<file path="src/core/cdbc_pkg.sv">
// Function
// - Input mode: capture loads counter value
// - Output mode: read returns active compare value
// - Compare active value with counter continuously
// - Preload off: write acts immediately
// - Preload on: shadow copied at update
// - Four identical compare channels
// - Dead time 0xx: value times one period
// - Dead time 10x: 64 plus low six, step two
// - Dead time 11x: 32 plus low five, step eight/sixteen
// - Level one locks dead time, brake, auto, idle
// - Level two adds polarity and off-state bits
// - Level three adds mode and preload bits
// - Lock level writable once after reset
// - Idle off-state: disabled or inactive then idle
// - Run off-state: disabled or held at inactive level
// - Brake polarity selects brake active level
// - Brake polarity effective one cycle after write
// - Auto enable sets main enable at update
// - Main enable gates primary and complementary outputs
// - Active brake clears main enable asynchronously
// - Output polarity selects primary active level
package cdbc_pkg;

    localparam int unsigned NUM_CHAN = 4;
    localparam int unsigned ADDR_W = 8;
    localparam int unsigned DATA_W = 32;
    localparam int unsigned CMP_W = 16;
    localparam int unsigned DT_W = 11;

    // ----------------------------------------------------------------
    // Register map
    // ----------------------------------------------------------------
    localparam logic [ADDR_W-1:0] CHAN1_CMP_OFF = 8'h34;
    localparam logic [ADDR_W-1:0] CHAN2_CMP_OFF = 8'h38;
    localparam logic [ADDR_W-1:0] CHAN3_CMP_OFF = 8'h3c;
    localparam logic [ADDR_W-1:0] CHAN4_CMP_OFF = 8'h40;
    localparam logic [ADDR_W-1:0] CMP_STRIDE = 8'h04;
    localparam logic [ADDR_W-1:0] BDT_OFF = 8'h44;
    localparam logic [ADDR_W-1:0] CHAN_CONFIG_OFF = 8'h50;
    localparam logic [ADDR_W-1:0] CHAN_OUTCTL_OFF = 8'h54;

    localparam logic [CMP_W-1:0] CMP_RESET = 16'h0000;
    localparam logic [7:0] DTS_RESET = 8'h00;

    // ----------------------------------------------------------------
    // Brake and dead-time fields
    // ----------------------------------------------------------------
    localparam int unsigned DTS_LSB = 0;
    localparam int unsigned DTS_W = 8;
    localparam int unsigned LOCK_LSB = 8;
    localparam int unsigned IDLE_OFF_STATE_SELECT_BIT = 10;
    localparam int unsigned RUN_OFF_STATE_SELECT_BIT = 11;
    localparam int unsigned BRAKE_ENABLE_BIT = 12;
    localparam int unsigned BRAKE_POLARITY_BIT = 13;
    localparam int unsigned AUTO_OUTPUT_ENABLE_BIT = 14;
    localparam int unsigned MAIN_OUTPUT_ENABLE_BIT = 15;

    localparam int unsigned CFG_FIELD_W = 5;
    localparam int unsigned OUTCTL_FIELD_W = 6;

    // ----------------------------------------------------------------
    // Dead-time timing
    // ----------------------------------------------------------------
    localparam int unsigned CLK_PERIOD_NS = 10;
    localparam int unsigned DT_CLK_PERIOD_NS = 10;
    localparam int unsigned DT_CLK_CYCLES = (DT_CLK_PERIOD_NS + CLK_PERIOD_NS - 1) / CLK_PERIOD_NS;
    localparam int unsigned DT_SHIFT_MID = 1;
    localparam int unsigned DT_SHIFT_HI8 = 3;
    localparam int unsigned DT_SHIFT_HI16 = 4;

    typedef enum logic [1:0] {
        LOCK_OFF = 2'b00,
        LOCK_L1 = 2'b01,
        LOCK_L2 = 2'b10,
        LOCK_L3 = 2'b11
    } cdbc_lock_t;

    typedef enum logic [2:0] {
        OC_FROZEN = 3'b000,
        OC_ACT_MATCH = 3'b001,
        OC_INACT_MATCH = 3'b010,
        OC_TOGGLE = 3'b011,
        OC_FORCE_INACT = 3'b100,
        OC_FORCE_ACT = 3'b101,
        OC_PWM1 = 3'b110,
        OC_PWM2 = 3'b111
    } cdbc_oc_mode_t;

    typedef struct packed {
        logic input_mode;
        logic chan_preload_enable;
        cdbc_oc_mode_t output_compare_mode;
    } cdbc_chan_cfg_t;

    typedef struct packed {
        logic compl_idle_state;
        logic primary_idle_state;
        logic compl_output_polarity;
        logic chan_compl_output_enable;
        logic chan_output_polarity;
        logic chan_output_enable;
    } cdbc_chan_out_t;

    localparam cdbc_chan_cfg_t CFG_RESET = '0;
    localparam cdbc_chan_out_t OUTCTL_RESET = '0;

    function automatic logic [DT_W-1:0] cdbc_dead_time(input logic [7:0] dead_time_setting);
        logic [DT_W-1:0] steps;
        steps = '0;
        casez (dead_time_setting[7:5])
            3'b0??: steps = DT_W'(dead_time_setting);
            3'b10?: steps = DT_W'({1'b1, dead_time_setting[5:0]}) << DT_SHIFT_MID;
            3'b110: steps = DT_W'({1'b1, dead_time_setting[4:0]}) << DT_SHIFT_HI8;
            default: steps = DT_W'({1'b1, dead_time_setting[4:0]}) << DT_SHIFT_HI16;
        endcase
        return DT_W'(steps * DT_W'(DT_CLK_CYCLES));
    endfunction : cdbc_dead_time

endpackage : cdbc_pkg

</file>
<file path="src/core/cdbc_compare_deadtime_brake.sv">
// The plain strobed port was decided locally.
`timescale 1ns/1ps
`default_nettype none

module cdbc_compare_deadtime_brake
    import cdbc_pkg::*;
(
    input wire logic clk_i,
    input wire logic resetn_i,
    input wire logic [ADDR_W-1:0] addr_i,
    input wire logic [DATA_W-1:0] wdata_i,
    input wire logic wr_i,
    input wire logic rd_i,
    output logic [DATA_W-1:0] rdata_o,
    input wire logic [CMP_W-1:0] counter_value_i,
    input wire logic update_event_i,
    input wire logic [NUM_CHAN-1:0] capture_event_i,
    input wire logic brake_input_i,
    output logic [NUM_CHAN-1:0] primary_output_o,
    output logic [NUM_CHAN-1:0] primary_output_oe_o,
    output logic [NUM_CHAN-1:0] complementary_output_o,
    output logic [NUM_CHAN-1:0] complementary_output_oe_o,
    output logic main_output_enable_o
);

    // ----------------------------------------------------------------
    // State
    // ----------------------------------------------------------------
    logic [CMP_W-1:0] cmp_active_reg [NUM_CHAN];
    logic [CMP_W-1:0] cmp_shadow_reg [NUM_CHAN];
    cdbc_chan_cfg_t cfg_reg [NUM_CHAN];
    cdbc_chan_out_t outctl_reg [NUM_CHAN];
    logic [NUM_CHAN-1:0] p_out_reg;
    logic [NUM_CHAN-1:0] p_oe_reg;
    logic [NUM_CHAN-1:0] n_out_reg;
    logic [NUM_CHAN-1:0] n_oe_reg;
    logic [7:0] dead_time_setting_reg;
    cdbc_lock_t lock_level_reg;
    logic lock_written_reg;
    logic idle_off_state_select_reg;
    logic run_off_state_select_reg;
    logic brake_enable_reg;
    logic brake_polarity_reg;
    logic auto_output_enable_reg;
    logic main_output_enable_reg;
    logic brake_meta_reg;
    logic brake_sync_reg;
    logic [DATA_W-1:0] rdata_reg;
    logic wr_bdt;
    logic wr_cfg;
    logic wr_outctl;
    logic brake_async;
    logic brake_sync_active;
    logic [DT_W-1:0] dead_time_len;
    logic [DATA_W-1:0] cfg_word;
    logic [DATA_W-1:0] outctl_word;
    logic [DATA_W-1:0] bdt_word;

    assign wr_bdt = wr_i && (addr_i == BDT_OFF);
    assign wr_cfg = wr_i && (addr_i == CHAN_CONFIG_OFF);
    assign wr_outctl = wr_i && (addr_i == CHAN_OUTCTL_OFF);
    assign dead_time_len = cdbc_dead_time(dead_time_setting_reg);

    // ----------------------------------------------------------------
    // Brake input
    // ----------------------------------------------------------------
    // Raw pin path bypasses the synchroniser on purpose: the brake
    // must drop main enable even when the clock has stopped.
    assign brake_async = brake_enable_reg & (brake_input_i == brake_polarity_reg);

    always_ff @(posedge clk_i) begin
        if (!resetn_i) begin
            brake_meta_reg <= 1'b0;
            brake_sync_reg <= 1'b0;
        end else begin
            brake_meta_reg <= brake_input_i;
            brake_sync_reg <= brake_meta_reg;
        end
    end

    // Polarity register feeds both paths, so a write acts one cycle later
    assign brake_sync_active = brake_enable_reg & (brake_sync_reg == brake_polarity_reg);

    always_ff @(posedge clk_i or posedge brake_async) begin
        if (brake_async) begin
            main_output_enable_reg <= 1'b0;
        end else if (!resetn_i) begin
            main_output_enable_reg <= 1'b0;
        end else if (wr_bdt) begin
            main_output_enable_reg <= wdata_i[MAIN_OUTPUT_ENABLE_BIT];
        end else if (update_event_i && auto_output_enable_reg && !brake_sync_active) begin
            main_output_enable_reg <= 1'b1;
        end
    end

    // ----------------------------------------------------------------
    // Brake and dead-time register with lock
    // ----------------------------------------------------------------
    always_ff @(posedge clk_i) begin
        if (!resetn_i) begin
            lock_level_reg <= LOCK_OFF;
            lock_written_reg <= 1'b0;
        end else if (wr_bdt && !lock_written_reg) begin
            lock_level_reg <= cdbc_lock_t'(wdata_i[LOCK_LSB +: 2]);
            lock_written_reg <= 1'b1;
        end
    end

    // Protection uses the level in force before this write
    always_ff @(posedge clk_i) begin
        if (!resetn_i) begin
            dead_time_setting_reg <= DTS_RESET;
            brake_enable_reg <= 1'b0;
            brake_polarity_reg <= 1'b0;
            auto_output_enable_reg <= 1'b0;
        end else if (wr_bdt && lock_level_reg == LOCK_OFF) begin
            dead_time_setting_reg <= wdata_i[DTS_LSB +: DTS_W];
            brake_enable_reg <= wdata_i[BRAKE_ENABLE_BIT];
            brake_polarity_reg <= wdata_i[BRAKE_POLARITY_BIT];
            auto_output_enable_reg <= wdata_i[AUTO_OUTPUT_ENABLE_BIT];
        end
    end

    always_ff @(posedge clk_i) begin
        if (!resetn_i) begin
            idle_off_state_select_reg <= 1'b0;
            run_off_state_select_reg <= 1'b0;
        end else if (wr_bdt && (lock_level_reg == LOCK_OFF || lock_level_reg == LOCK_L1)) begin
            idle_off_state_select_reg <= wdata_i[IDLE_OFF_STATE_SELECT_BIT];
            run_off_state_select_reg <= wdata_i[RUN_OFF_STATE_SELECT_BIT];
        end
    end

    // ----------------------------------------------------------------
    // Per-channel compare, dead time and output stage
    // ----------------------------------------------------------------
    for (genvar i = 0; i < NUM_CHAN; i++) begin : g_chan
        localparam logic [ADDR_W-1:0] CMP_ADDR = ADDR_W'(CHAN1_CMP_OFF + CMP_STRIDE * i);
        cdbc_chan_cfg_t wr_cfg_val;
        cdbc_chan_out_t wr_out_val;
        logic wr_cmp;
        logic match;
        logic match_prev_reg;
        logic ref_reg;
        logic ref_next;
        logic en_prev_reg;
        logic moe_prev_reg;
        logic any_en;
        logic [DT_W-1:0] dt_cnt_reg;
        logic dt_busy;
        logic p_act;
        logic n_act;
        logic p_lvl;
        logic p_oe;
        logic n_lvl;
        logic n_oe;

        assign wr_cfg_val = cdbc_chan_cfg_t'(wdata_i[CFG_FIELD_W*i +: CFG_FIELD_W]);
        assign wr_out_val = cdbc_chan_out_t'(wdata_i[OUTCTL_FIELD_W*i +: OUTCTL_FIELD_W]);
        assign wr_cmp = wr_i && (addr_i == CMP_ADDR);

        always_ff @(posedge clk_i) begin
            if (!resetn_i) begin
                cfg_reg[i] <= CFG_RESET;
            end else if (wr_cfg) begin
                cfg_reg[i].input_mode <= wr_cfg_val.input_mode;
                if (lock_level_reg != LOCK_L3) begin
                    cfg_reg[i].chan_preload_enable <= wr_cfg_val.chan_preload_enable;
                    cfg_reg[i].output_compare_mode <= wr_cfg_val.output_compare_mode;
                end
            end
        end

        always_ff @(posedge clk_i) begin
            if (!resetn_i) begin
                outctl_reg[i] <= OUTCTL_RESET;
            end else if (wr_outctl) begin
                outctl_reg[i].chan_output_enable <= wr_out_val.chan_output_enable;
                outctl_reg[i].chan_compl_output_enable <= wr_out_val.chan_compl_output_enable;
                if (lock_level_reg == LOCK_OFF || lock_level_reg == LOCK_L1) begin
                    outctl_reg[i].chan_output_polarity <= wr_out_val.chan_output_polarity;
                    outctl_reg[i].compl_output_polarity <= wr_out_val.compl_output_polarity;
                end
                if (lock_level_reg == LOCK_OFF) begin
                    outctl_reg[i].primary_idle_state <= wr_out_val.primary_idle_state;
                    outctl_reg[i].compl_idle_state <= wr_out_val.compl_idle_state;
                end
            end
        end

        always_ff @(posedge clk_i) begin
            if (!resetn_i) begin
                cmp_active_reg[i] <= CMP_RESET;
                cmp_shadow_reg[i] <= CMP_RESET;
            end else if (cfg_reg[i].input_mode) begin
                if (capture_event_i[i] && outctl_reg[i].chan_output_enable) begin
                    cmp_active_reg[i] <= counter_value_i;
                end else if (wr_cmp) begin
                    cmp_active_reg[i] <= wdata_i[CMP_W-1:0];
                end
            end else begin
                if (wr_cmp) begin
                    cmp_shadow_reg[i] <= wdata_i[CMP_W-1:0];
                end
                if (wr_cmp && !cfg_reg[i].chan_preload_enable) begin
                    cmp_active_reg[i] <= wdata_i[CMP_W-1:0];
                end else if (update_event_i && cfg_reg[i].chan_preload_enable) begin
                    cmp_active_reg[i] <= cmp_shadow_reg[i];
                end
            end
        end

        // Match events fire once per arrival, not every cycle the counter holds
        assign match = (counter_value_i == cmp_active_reg[i]);

        always_comb begin
            ref_next = ref_reg;
            case (cfg_reg[i].output_compare_mode)
                OC_FROZEN: ref_next = ref_reg;
                OC_ACT_MATCH: ref_next = (match && !match_prev_reg) ? 1'b1 : ref_reg;
                OC_INACT_MATCH: ref_next = (match && !match_prev_reg) ? 1'b0 : ref_reg;
                OC_TOGGLE: ref_next = (match && !match_prev_reg) ? !ref_reg : ref_reg;
                OC_FORCE_INACT: ref_next = 1'b0;
                OC_FORCE_ACT: ref_next = 1'b1;
                OC_PWM1: ref_next = (counter_value_i < cmp_active_reg[i]);
                OC_PWM2: ref_next = !(counter_value_i < cmp_active_reg[i]);
                default: ref_next = ref_reg;
            endcase
            if (cfg_reg[i].input_mode) begin
                ref_next = 1'b0;
            end
        end

        assign any_en = outctl_reg[i].chan_output_enable | outctl_reg[i].chan_compl_output_enable;

        always_ff @(posedge clk_i) begin
            if (!resetn_i) begin
                match_prev_reg <= 1'b0;
                ref_reg <= 1'b0;
                en_prev_reg <= 1'b0;
                moe_prev_reg <= 1'b0;
            end else begin
                match_prev_reg <= match;
                ref_reg <= ref_next;
                en_prev_reg <= any_en;
                moe_prev_reg <= main_output_enable_reg;
            end
        end

        // Loads with the ref flip itself, so no zero dead-time cycle slips in
        always_ff @(posedge clk_i) begin
            if (!resetn_i) begin
                dt_cnt_reg <= '0;
            end else if ((ref_next != ref_reg) || (any_en && !en_prev_reg)
                         || (moe_prev_reg && !main_output_enable_reg)) begin
                dt_cnt_reg <= dead_time_len;
            end else if (dt_busy) begin
                dt_cnt_reg <= dt_cnt_reg - DT_W'(1);
            end
        end

        assign dt_busy = (dt_cnt_reg != '0) || (any_en && !en_prev_reg)
                         || (moe_prev_reg && !main_output_enable_reg);
        assign p_act = ref_reg & !dt_busy;
        assign n_act = !ref_reg & !dt_busy;

        always_comb begin
            if (main_output_enable_reg) begin
                if (outctl_reg[i].chan_output_enable) begin
                    p_lvl = p_act ^ outctl_reg[i].chan_output_polarity;
                    p_oe = 1'b1;
                end else begin
                    p_lvl = outctl_reg[i].chan_output_polarity;
                    p_oe = run_off_state_select_reg;
                end
                if (outctl_reg[i].chan_compl_output_enable) begin
                    n_lvl = n_act ^ outctl_reg[i].compl_output_polarity;
                    n_oe = 1'b1;
                end else begin
                    n_lvl = outctl_reg[i].compl_output_polarity;
                    n_oe = run_off_state_select_reg;
                end
            end else begin
                p_oe = idle_off_state_select_reg & any_en;
                n_oe = idle_off_state_select_reg & any_en;
                p_lvl = dt_busy ? outctl_reg[i].chan_output_polarity
                                : outctl_reg[i].primary_idle_state;
                n_lvl = dt_busy ? outctl_reg[i].compl_output_polarity
                                : outctl_reg[i].compl_idle_state;
            end
        end

        always_ff @(posedge clk_i) begin
            if (!resetn_i) begin
                p_out_reg[i] <= 1'b0;
                p_oe_reg[i] <= 1'b0;
                n_out_reg[i] <= 1'b0;
                n_oe_reg[i] <= 1'b0;
            end else begin
                p_out_reg[i] <= p_lvl;
                p_oe_reg[i] <= p_oe;
                n_out_reg[i] <= n_lvl;
                n_oe_reg[i] <= n_oe;
            end
        end
    end

    // ----------------------------------------------------------------
    // Read path
    // ----------------------------------------------------------------
    always_comb begin
        cfg_word = '0;
        outctl_word = '0;
        for (int k = 0; k < NUM_CHAN; k++) begin
            cfg_word[CFG_FIELD_W*k +: CFG_FIELD_W] = cfg_reg[k];
            outctl_word[OUTCTL_FIELD_W*k +: OUTCTL_FIELD_W] = outctl_reg[k];
        end
    end

    assign bdt_word = {16'h0000, main_output_enable_reg, auto_output_enable_reg,
                       brake_polarity_reg, brake_enable_reg, run_off_state_select_reg,
                       idle_off_state_select_reg, lock_level_reg, dead_time_setting_reg};

    // Compare reads always show the active value, never the shadow
    always_ff @(posedge clk_i) begin
        if (!resetn_i) begin
            rdata_reg <= '0;
        end else if (rd_i) begin
            case (addr_i)
                CHAN1_CMP_OFF: rdata_reg <= DATA_W'(cmp_active_reg[0]);
                CHAN2_CMP_OFF: rdata_reg <= DATA_W'(cmp_active_reg[1]);
                CHAN3_CMP_OFF: rdata_reg <= DATA_W'(cmp_active_reg[2]);
                CHAN4_CMP_OFF: rdata_reg <= DATA_W'(cmp_active_reg[3]);
                BDT_OFF: rdata_reg <= bdt_word;
                CHAN_CONFIG_OFF: rdata_reg <= cfg_word;
                CHAN_OUTCTL_OFF: rdata_reg <= outctl_word;
                default: rdata_reg <= '0;
            endcase
        end else begin
            rdata_reg <= '0;
        end
    end

    assign rdata_o = rdata_reg;
    assign primary_output_o = p_out_reg;
    assign primary_output_oe_o = p_oe_reg;
    assign complementary_output_o = n_out_reg;
    assign complementary_output_oe_o = n_oe_reg;
    assign main_output_enable_o = main_output_enable_reg;

endmodule : cdbc_compare_deadtime_brake

`default_nettype wire

</file>
<file path="config.mk">
export PLATFORM = sky130hd
export DESIGN_NAME = cdbc_compare_deadtime_brake
export DESIGN_NICKNAME = d
export VERILOG_FILES = /design/src/core/cdbc_pkg.sv /design/src/core/cdbc_compare_deadtime_brake.sv
export SDC_FILE = /design/constraint.sdc
export NUM_CORES = 1
export LEC_CHECK = 0
export BUFFER_PORTS_ARGS = -buffer_cell sky130_fd_sc_hd__buf_2
export CAP_MARGIN = 10
export CORE_AREA = 2 2 213 215
export DETAILED_ROUTE_END_ITERATION = 12
export DIE_AREA = 0 0 215 217
export GPL_TIMING_DRIVEN = 0
export PLACE_DENSITY_LB_ADDON = 0.1
export RECOVER_POWER = 100
export SETUP_SLACK_MARGIN = 0.15
export SYNTH_ARGS = -nofsm -noshare
export SYNTH_HDL_FRONTEND = slang
export SYNTH_SLANG_ARGS = --single-unit
</file>
<file path="constraint.sdc">
create_clock -name clk_i -period 1.33 [get_ports clk_i]
set_clock_uncertainty 0.1 [all_clocks]
set_input_delay 0.0665 -clock clk_i [delete_from_list [all_inputs] [get_ports clk_i]]
set_output_delay 0.0665 -clock clk_i [all_outputs]
set_load 0.01 [all_outputs]
</file>
==> results of run 1 <==
## placed cells by master, fill, tap and decap left out, drive strengths merged, types with 8 or more instances in the layout
| cell | n |
|---|---|
| o21ai | 59 |
| a21o | 8 |
| a22oi | 30 |
| nand2b | 13 |
| xor2 | 19 |
| edfxtp | 172 |
| and2 | 128 |
| a211oi | 26 |
| dfxtp | 115 |
| dlygate4sd3 | 43 |
| nand4 | 14 |
| nor4 | 12 |
| o211ai | 8 |
| clkinv | 13 |
| or4 | 8 |
| a21oi | 77 |
| conb | 8 |
| nand2 | 187 |
| buf | 246 |
| nor2b | 18 |
| mux2i | 72 |
| ha | 76 |
| inv | 120 |
| xnor2 | 18 |
| nor2 | 103 |
| and3 | 16 |
| nand3 | 22 |
| a222oi | 42 |
| or3 | 12 |
| clkbuf | 173 |
| nor3 | 39 |
## metal layers
metal,vias up,share of wire
li1,6363,-
met1,6762,0.42
met2,529,0.47
met3,145,0.065
met4,0,0.050
met5,-,0
## cell usage after synthesis (all sizes together) (8+ instances only)
| cell type | instances |
|---|---|
| a211oi | 26 |
| nor2b | 18 |
| a222oi | 42 |
| mux2i | 72 |
| and3 | 16 |
| a21oi | 77 |
| edfxtp | 172 |
| nor2 | 103 |
| a22oi | 30 |
| a21o | 8 |
| nand2 | 185 |
| ha | 76 |
| or3 | 10 |
| nor4 | 12 |
| clkbuf | 86 |
| o21ai | 59 |
| dfxtp | 115 |
| xnor2 | 18 |
| and2 | 128 |
| inv | 119 |
| nor3 | 39 |
| nand2b | 13 |
| nand3 | 22 |
| buf | 19 |
| o211ai | 8 |
| nand4 | 14 |
| xor2 | 19 |
## kinds of logic after synthesis
group / after synthesis / synth area share
adders and majority gates: 76 / 0.06182
DFF: 288 / 0.4871
muxes: 76 / 0.05149
other: 1 / 0.0002438
AOI/OAI and AO/OA: 287 / 0.1271
and+or+nand+nor: 592 / 0.1932
xor gates and xnor gates: 37 / 0.02107
buffers and inverters: 224 / 0.05800
## final timing paths
kind | from | end | cells past startpoint
min | counter_value_i[3] | cmp_active_reg[2][3]$_SDFFCE_PN0P_ | 3
max in group asynchronous | brake_input_i | main_output_enable_o$_DFFE_PP0P_ | 5
min in group asynchronous | brake_enable_reg$_SDFFE_PN0P_ | main_output_enable_o$_DFFE_PP0P_ | 1
max | cmp_active_reg[0][7]$_DFFE_PP_ | g_chan[0].dt_cnt_reg[7]$_SDFFE_PN0P_ | 14
min reg2reg | brake_enable_reg$_SDFFE_PN0P_ | main_output_enable_o$_DFFE_PP0P_ | 1
max reg2reg | cmp_active_reg[0][7]$_DFFE_PP_ | g_chan[0].dt_cnt_reg[7]$_SDFFE_PN0P_ | 14
## critical path: stages, from the launching register on
cell and delay [ns]:
edfxtp_1 0.41, inv_2 0.06, ha_4 0.27, nand4_1 0.18
nor4_4 0.45, nand2b_1 0.17, ha_1 0.32, mux2_4 0.26
a22oi_2 0.16, o32ai_2 0.09, nand2b_1 0.14, a21oi_2 0.07
or3b_4 0.44, clkbuf_16 0.18, mux2i_1 0.11
## power by group through the flow
stage | sequential [mW] | combinational (mW) | clock [mW]
3_3_place_gp | 10.8 | 5.31 | 0
4_1_cts | 10.6 | 6.93 | 9.48
2_1_floorplan | 10.6 | 3.96 | 0
6_report | 10.6 | 7.37 | 9.37
3_5_place_dp | 10.8 | 5.38 | 0
5_1_grt | 10.7 | 7.96 | 9.85
## area by class of cell
class	count	area, um^2	share of cell area
diodes	2	5.005	0.0002245
plain buffers	105	1090	0.04888
clock buffers	48	1007	0.04517
clock inverters	15	95.09	0.004265
inverters	119	446.7	0.02003
multi-input cells	1081	8901	0.3992
flip-flops and latches	288	7512	0.3369
well taps	600	750.7	0.03367
repair buffers	309	2490	0.1117
## timing repair
| item | 4_1_cts | 5_1_grt |
|---|---|---|
| setup endpoints to repair | 460 | 466 |
| gates cloned | 18 | 0 |
| buffers inserted | 125 | 31 |
| pin swaps | 103 | 46 |
| hold buffers | 43 | 0 |
| endpoints found under the hold margin | 73 | 0 |
| gates resized for setup | 271 | 113 |
## stage by stage
stage	worst slack, ns	setup TNS, ns	area, um^2
after detailed placement	-2.469	-456.49	17800
after global routing	-2.359	-248.77	22300
after CTS	-2.181	-200.60	21680
after global placement	-2.438	-452.50	17800
final	-2.232	-229.96	22300
after floorplan	-2.050	-184.90	16560
==> impl_metrics.json, run 1 <==
{
  "hp-class": "primary input to flop",
  "cp.arrival_ns": 3.87,
  "routedWlPerCell_um": 24.34,
  "die_area_um2": 46660,
  "grtUsageMet3": 0.04179,
  "post-route-drc-count": 0,
  "cp_data_required_time_ns": 1.64,
  "synthCells": 1581,
  "grt_pass1_vias": 13370,
  "fillerInstances": 4193,
  "synth_edf_count": 172,
  "synth_ff_type": "edfxtp_1",
  "failed_checks": "setup timing",
  "rsz0062_at_grt": "yes",
  "start_util": 0.3441,
  "crit_fanout": 5,
  "io_buffers": 97,
  "grt_pass1_wl_um": 89450,
  "power_frac_comb": 0.270,
  "slew_headroom": 0.2513,
  "power.switching_mw": 8.290,
  "hpwl_um": 41710,
  "synth_area_leaders": "edfxtp_1, dfxtp_1, ha_1",
  "synth.distinct_cells": 67,
  "worstSkewPairLatency_ns": 0.56,
  "grt_max_degree": 17,
  "finalSetupViolCount": 439,
  "routed_wl_um": 62470,
  "hold_ws_ns": 0.03576,
  "p_total_mw": 27.34,
  "first_pass_iters": 8,
  "yosysWarningCount": 0,
  "fin_cells": 2567,
  "busiest_layer": "met2",
  "p_clk_frac": 0.343,
  "path_class": "flop to flop",
  "core_um2": 44700,
  "clk_pin_slew_ns": 0.06,
  "use_met1": 0.3433,
  "r2r_setup_slack_ns": -2.23,
  "netlist_area_um2": 15380,
  "internal-power_mw": 19.05,
  "drive_gt1_frac": 0.3369,
  "ys_seq_elements": 288,
  "grt-ovfl-total": 0,
  "htreeDepth": 2,
  "grt_use_total": 0.2634,
  "dp.cells": 2285,
  "critPathLaunchType": "flop",
  "p_sw_frac": 0.3032,
  "fmax_ghz": 0.2807,
  "ys_async_sr_fraction": 0.003472,
  "die_x_um": 215,
  "num_io_pins": 115,
  "final_util": 0.4989,
  "power_leakage_nw": 8.976,
  "vias_per_cell": 5.376,
  "outcome": "finished, violations left",
  "gp_congestion": 0.9188,
  "period_minus_slack_ns": 3.562,
  "cap_violations": 0,
  "cts_sinks": 288,
  "num_rows": 78,
  "syn_area_per_cell_um2": 9.729,
  "ir_worst_vdd_mv": 0.8374,
  "vias": 13800,
  "ys_seq_area_frac": 0.4871,
  "fin_crit_sh": 2.678,
  "cts_tree": "built",
  "die_y_um": 217,
  "setup_ws_ns": -2.232,
  "layout.nets": 2081,
  "tightest_slew_ns": 1.123,
  "cts_root_buffer": "clkbuf_16",
  "sequentialPowerShare": 0.388,
  "clock_path_buffers": 3,
  "yosys.area.top_type": "edfxtp_1",
  "postRouteAntennaNets": 0,
  "drv_slew": 0,
  "drt_iter0_drc": 1269,
  "use_met2": 0.4297,
  "p_per_area_nw_per_um2": 1226,
  "hold_viol_final": 0,
  "numCtsBuffers": 35,
  "syn_to_final_growth_pct": 44.96,
  "end_kind": "flop",
  "antenna_found_initial": 2,
  "synth_top_area_frac": 0.3358
}
(Power assumes the default switching activity.)
==> run 2, diff against run 1 <==
BUFFER_PORTS_ARGS = default   (was -buffer_cell sky130_fd_sc_hd__buf_2)
DONT_BUFFER_PORTS = 1   (was default)
==> run 2 against run 1 <==
The flow finishes with violations (hold timing, setup timing); fmax is 2.8% lower; worst hold slack lost 0.16 ns; first-iteration DRC count is 1.7% lower; register-to-register slack got worse by 0.10 ns; cell area up 0.74%; utilization rose by 0.37 points; via count down 1.7%; wire length grew 1.9%; combinational power decreased by 2.8%; critical endpoint is now g_chan[2].dt_cnt_reg[1]$_SDFFE_PN0P_; largest cell class unchanged; highest routed layer unchanged.
==> impl_metrics.json, run 2 (same netlist as run 1, synthesis figures left out) <==
{
  "power_leakage_nw": 8.941,
  "cts_tree": "built",
  "cts-hold-fix-buffers": 47,
  "drv_slew": 0,
  "hpwl_um": 41660,
  "die_area_um2": 46660,
  "rsz0062_at_grt": "yes",
  "power.switching_mw": 8.209,
  "cp.arrival_ns": 4.02,
  "antenna_found_initial": 3,
  "routed_wl_um": 63640,
  "final_common_cell": "edfxtp_1",
  "cp_data_required_time_ns": 1.69,
  "routedWlPerCell_um": 25.54,
  "gp_congestion": 0.9401,
  "internal-power_mw": 19.49,
  "cts_root_buffer": "clkbuf_16",
  "cts_sinks": 288,
  "fin_crit_sh": 2.755,
  "final.setup.tns_ns": -243.80,
  "num_io_pins": 115,
  "sequentialPowerShare": 0.384,
  "fmax_ghz": 0.2729,
  "worstSkewPairLatency_ns": 0.56,
  "setup_ws_ns": -2.334,
  "num_rows": 78,
  "worstHoldStart": "addr_i[6]",
  "layout.nets": 2006,
  "layout_common_cells": "edfxtp_1, nand2_1, buf_4",
  "whs_endpoint": "rdata_o[1]$_SDFF_PN0_",
  "die_y_um": 217,
  "slew_headroom": 0.2146,
  "hold_depth": 4,
  "critPathLaunchType": "flop",
  "hold_viol_final": 29,
  "finalSetupViolCount": 435,
  "clk_pin_slew_ns": 0.06,
  "grt_use_total": 0.2663,
  "vias": 13570,
  "drt_iter0_drc": 1247,
  "drive_gt1_frac": 0.3503,
  "power_frac_comb": 0.259,
  "clock_path_buffers": 3,
  "cap_violations": 0,
  "grt-ovfl-total": 0,
  "final_util": 0.5025,
  "worst_r2r_path_depth": 13,
  "htreeDepth": 2,
  "grt_pass1_wl_um": 89840,
  "grt_pass1_vias": 13200,
  "p_per_area_nw_per_um2": 1233,
  "tightest_slew_ns": 1.178,
  "start_util": 0.3441,
  "ir_worst_vdd_mv": 0.9261,
  "reg2reg_from": "cmp_active_reg[2][8]$_SDFFCE_PN0P_",
  "end_kind": "flop",
  "core_um2": 44700,
  "postRouteAntennaNets": 0,
  "post-route-drc-count": 0,
  "vias_per_cell": 5.445,
  "grt_max_degree": 17,
  "numCtsBuffers": 35,
  "die_x_um": 215,
  "hp-class": "primary input to flop",
  "hold_ws_ns": -0.1231,
  "failed_checks": "hold timing, setup timing",
  "r2r_setup_slack_ns": -2.33,
  "fillerInstances": 4080,
  "path_class": "flop to flop",
  "syn_to_final_growth_pct": 46.03,
  "io_buffers": 0,
  "r2r-end": "g_chan[2].dt_cnt_reg[1]$_SDFFE_PN0P_",
  "crit_fanout": 5,
  "period_minus_slack_ns": 3.664,
  "p_sw_frac": 0.2964,
  "first_pass_iters": 8,
  "p_clk_frac": 0.357,
  "outcome": "finished, violations left"
}
run 2: cell count changes in the layout (fill, tap and decap cells not counted), sizes merged:
cell / before / now
buf: 246 / 214
clkbuf: 173 / 128
clkinv: 13 / 12
dlygate4sd3: 43 / 46
dlymetal6s4s: 0 / 1
inv: 120 / 119
run 2: layout make-up:
class | count | area, um^2 | share of cell area
repair buffers | 234 | 2417 | 0.1076
inverters | 119 | 446.7 | 0.01989
clock buffers | 50 | 1100 | 0.04896
plain buffers | 105 | 1040 | 0.04629
diodes | 2 | 5.005 | 0.0002228
flip-flops and latches | 288 | 7516 | 0.3346
well taps | 600 | 750.7 | 0.03342
multi-input cells | 1081 | 9101 | 0.4052
clock inverters | 13 | 86.33 | 0.003843
run 2: worst max-delay path by stage:
stage                                        startpoint                                    to
CTS                 cmp_active_reg[2][10]$_SDFFCE_PN0P_  g_chan[2].dt_cnt_reg[1]$_SDFFE_PN0P_
finish               cmp_active_reg[2][8]$_SDFFCE_PN0P_  g_chan[2].dt_cnt_reg[1]$_SDFFE_PN0P_
global route         cmp_active_reg[2][9]$_SDFFCE_PN0P_  g_chan[2].dt_cnt_reg[2]$_SDFFE_PN0P_
global placement    cmp_active_reg[2][10]$_SDFFCE_PN0P_  g_chan[2].dt_cnt_reg[2]$_SDFFE_PN0P_
detailed placement  cmp_active_reg[2][10]$_SDFFCE_PN0P_  g_chan[2].dt_cnt_reg[0]$_SDFFE_PN0P_
floorplan           cmp_active_reg[2][10]$_SDFFCE_PN0P_  g_chan[2].dt_cnt_reg[9]$_SDFFE_PN0P_
run 2: per-layer routing:
metal,share of wire,up-vias,routed length [um],GRT usage
met1,0.42,6665,26520,0.3435
met4,0.047,0,2990,0.1193
met2,0.47,545,29940,0.4438
met3,0.066,135,4194,0.03997
met5,0,-,0,0
li1,-,6225,-,-
run 2: through the flow:
step | cell area [um^2] | setup slack [ns] | cells | power, mW
final | 22460 | -2.334 | 2492 | 27.70
after global routing | 22460 | -2.458 | 2492 | 28.83
after CTS | 21350 | -2.311 | 2435 | 27.44
after detailed placement | 17310 | -2.643 | 2188 | 15.89
after global placement | 17310 | -2.648 | 2188 | 15.83
after floorplan | 16560 | -2.050 | 1588 | 14.61
run 2: power by group through the flow:
stage                     sequential [mW]  combinational, mW  clock, mW
after floorplan                      10.6               3.96          0
after global placement               10.8               4.99          0
after detailed placement             10.8               5.06          0
after CTS                            10.6               6.78       10.0
after global routing                 10.7               7.78       10.3
final                                10.6               7.16       9.90
run 2: repair_timing:
| action | CTS | global route |
|---|---|---|
| resized for setup | 266 | 169 |
| endpoints found under the hold margin | 169 | 25 |
| endpoints found under the setup margin | 451 | 442 |
| buffers inserted | 122 | 47 |
| pin swaps | 140 | 83 |
| gates cloned | 15 | 8 |
run 2: critical path: stages (launching register included):
cell and delay (ns):
edfxtp_1 0.40, inv_1 0.06, ha_1 0.27, nand4_1 0.17, or4_4 0.59, or3_4 0.44
ha_4 0.22, mux2i_1 0.16, a221oi_2 0.10, o31ai_4 0.34, mux2i_4 0.38, buf_6 0.17
nand2_1 0.07, a21oi_2 0.12
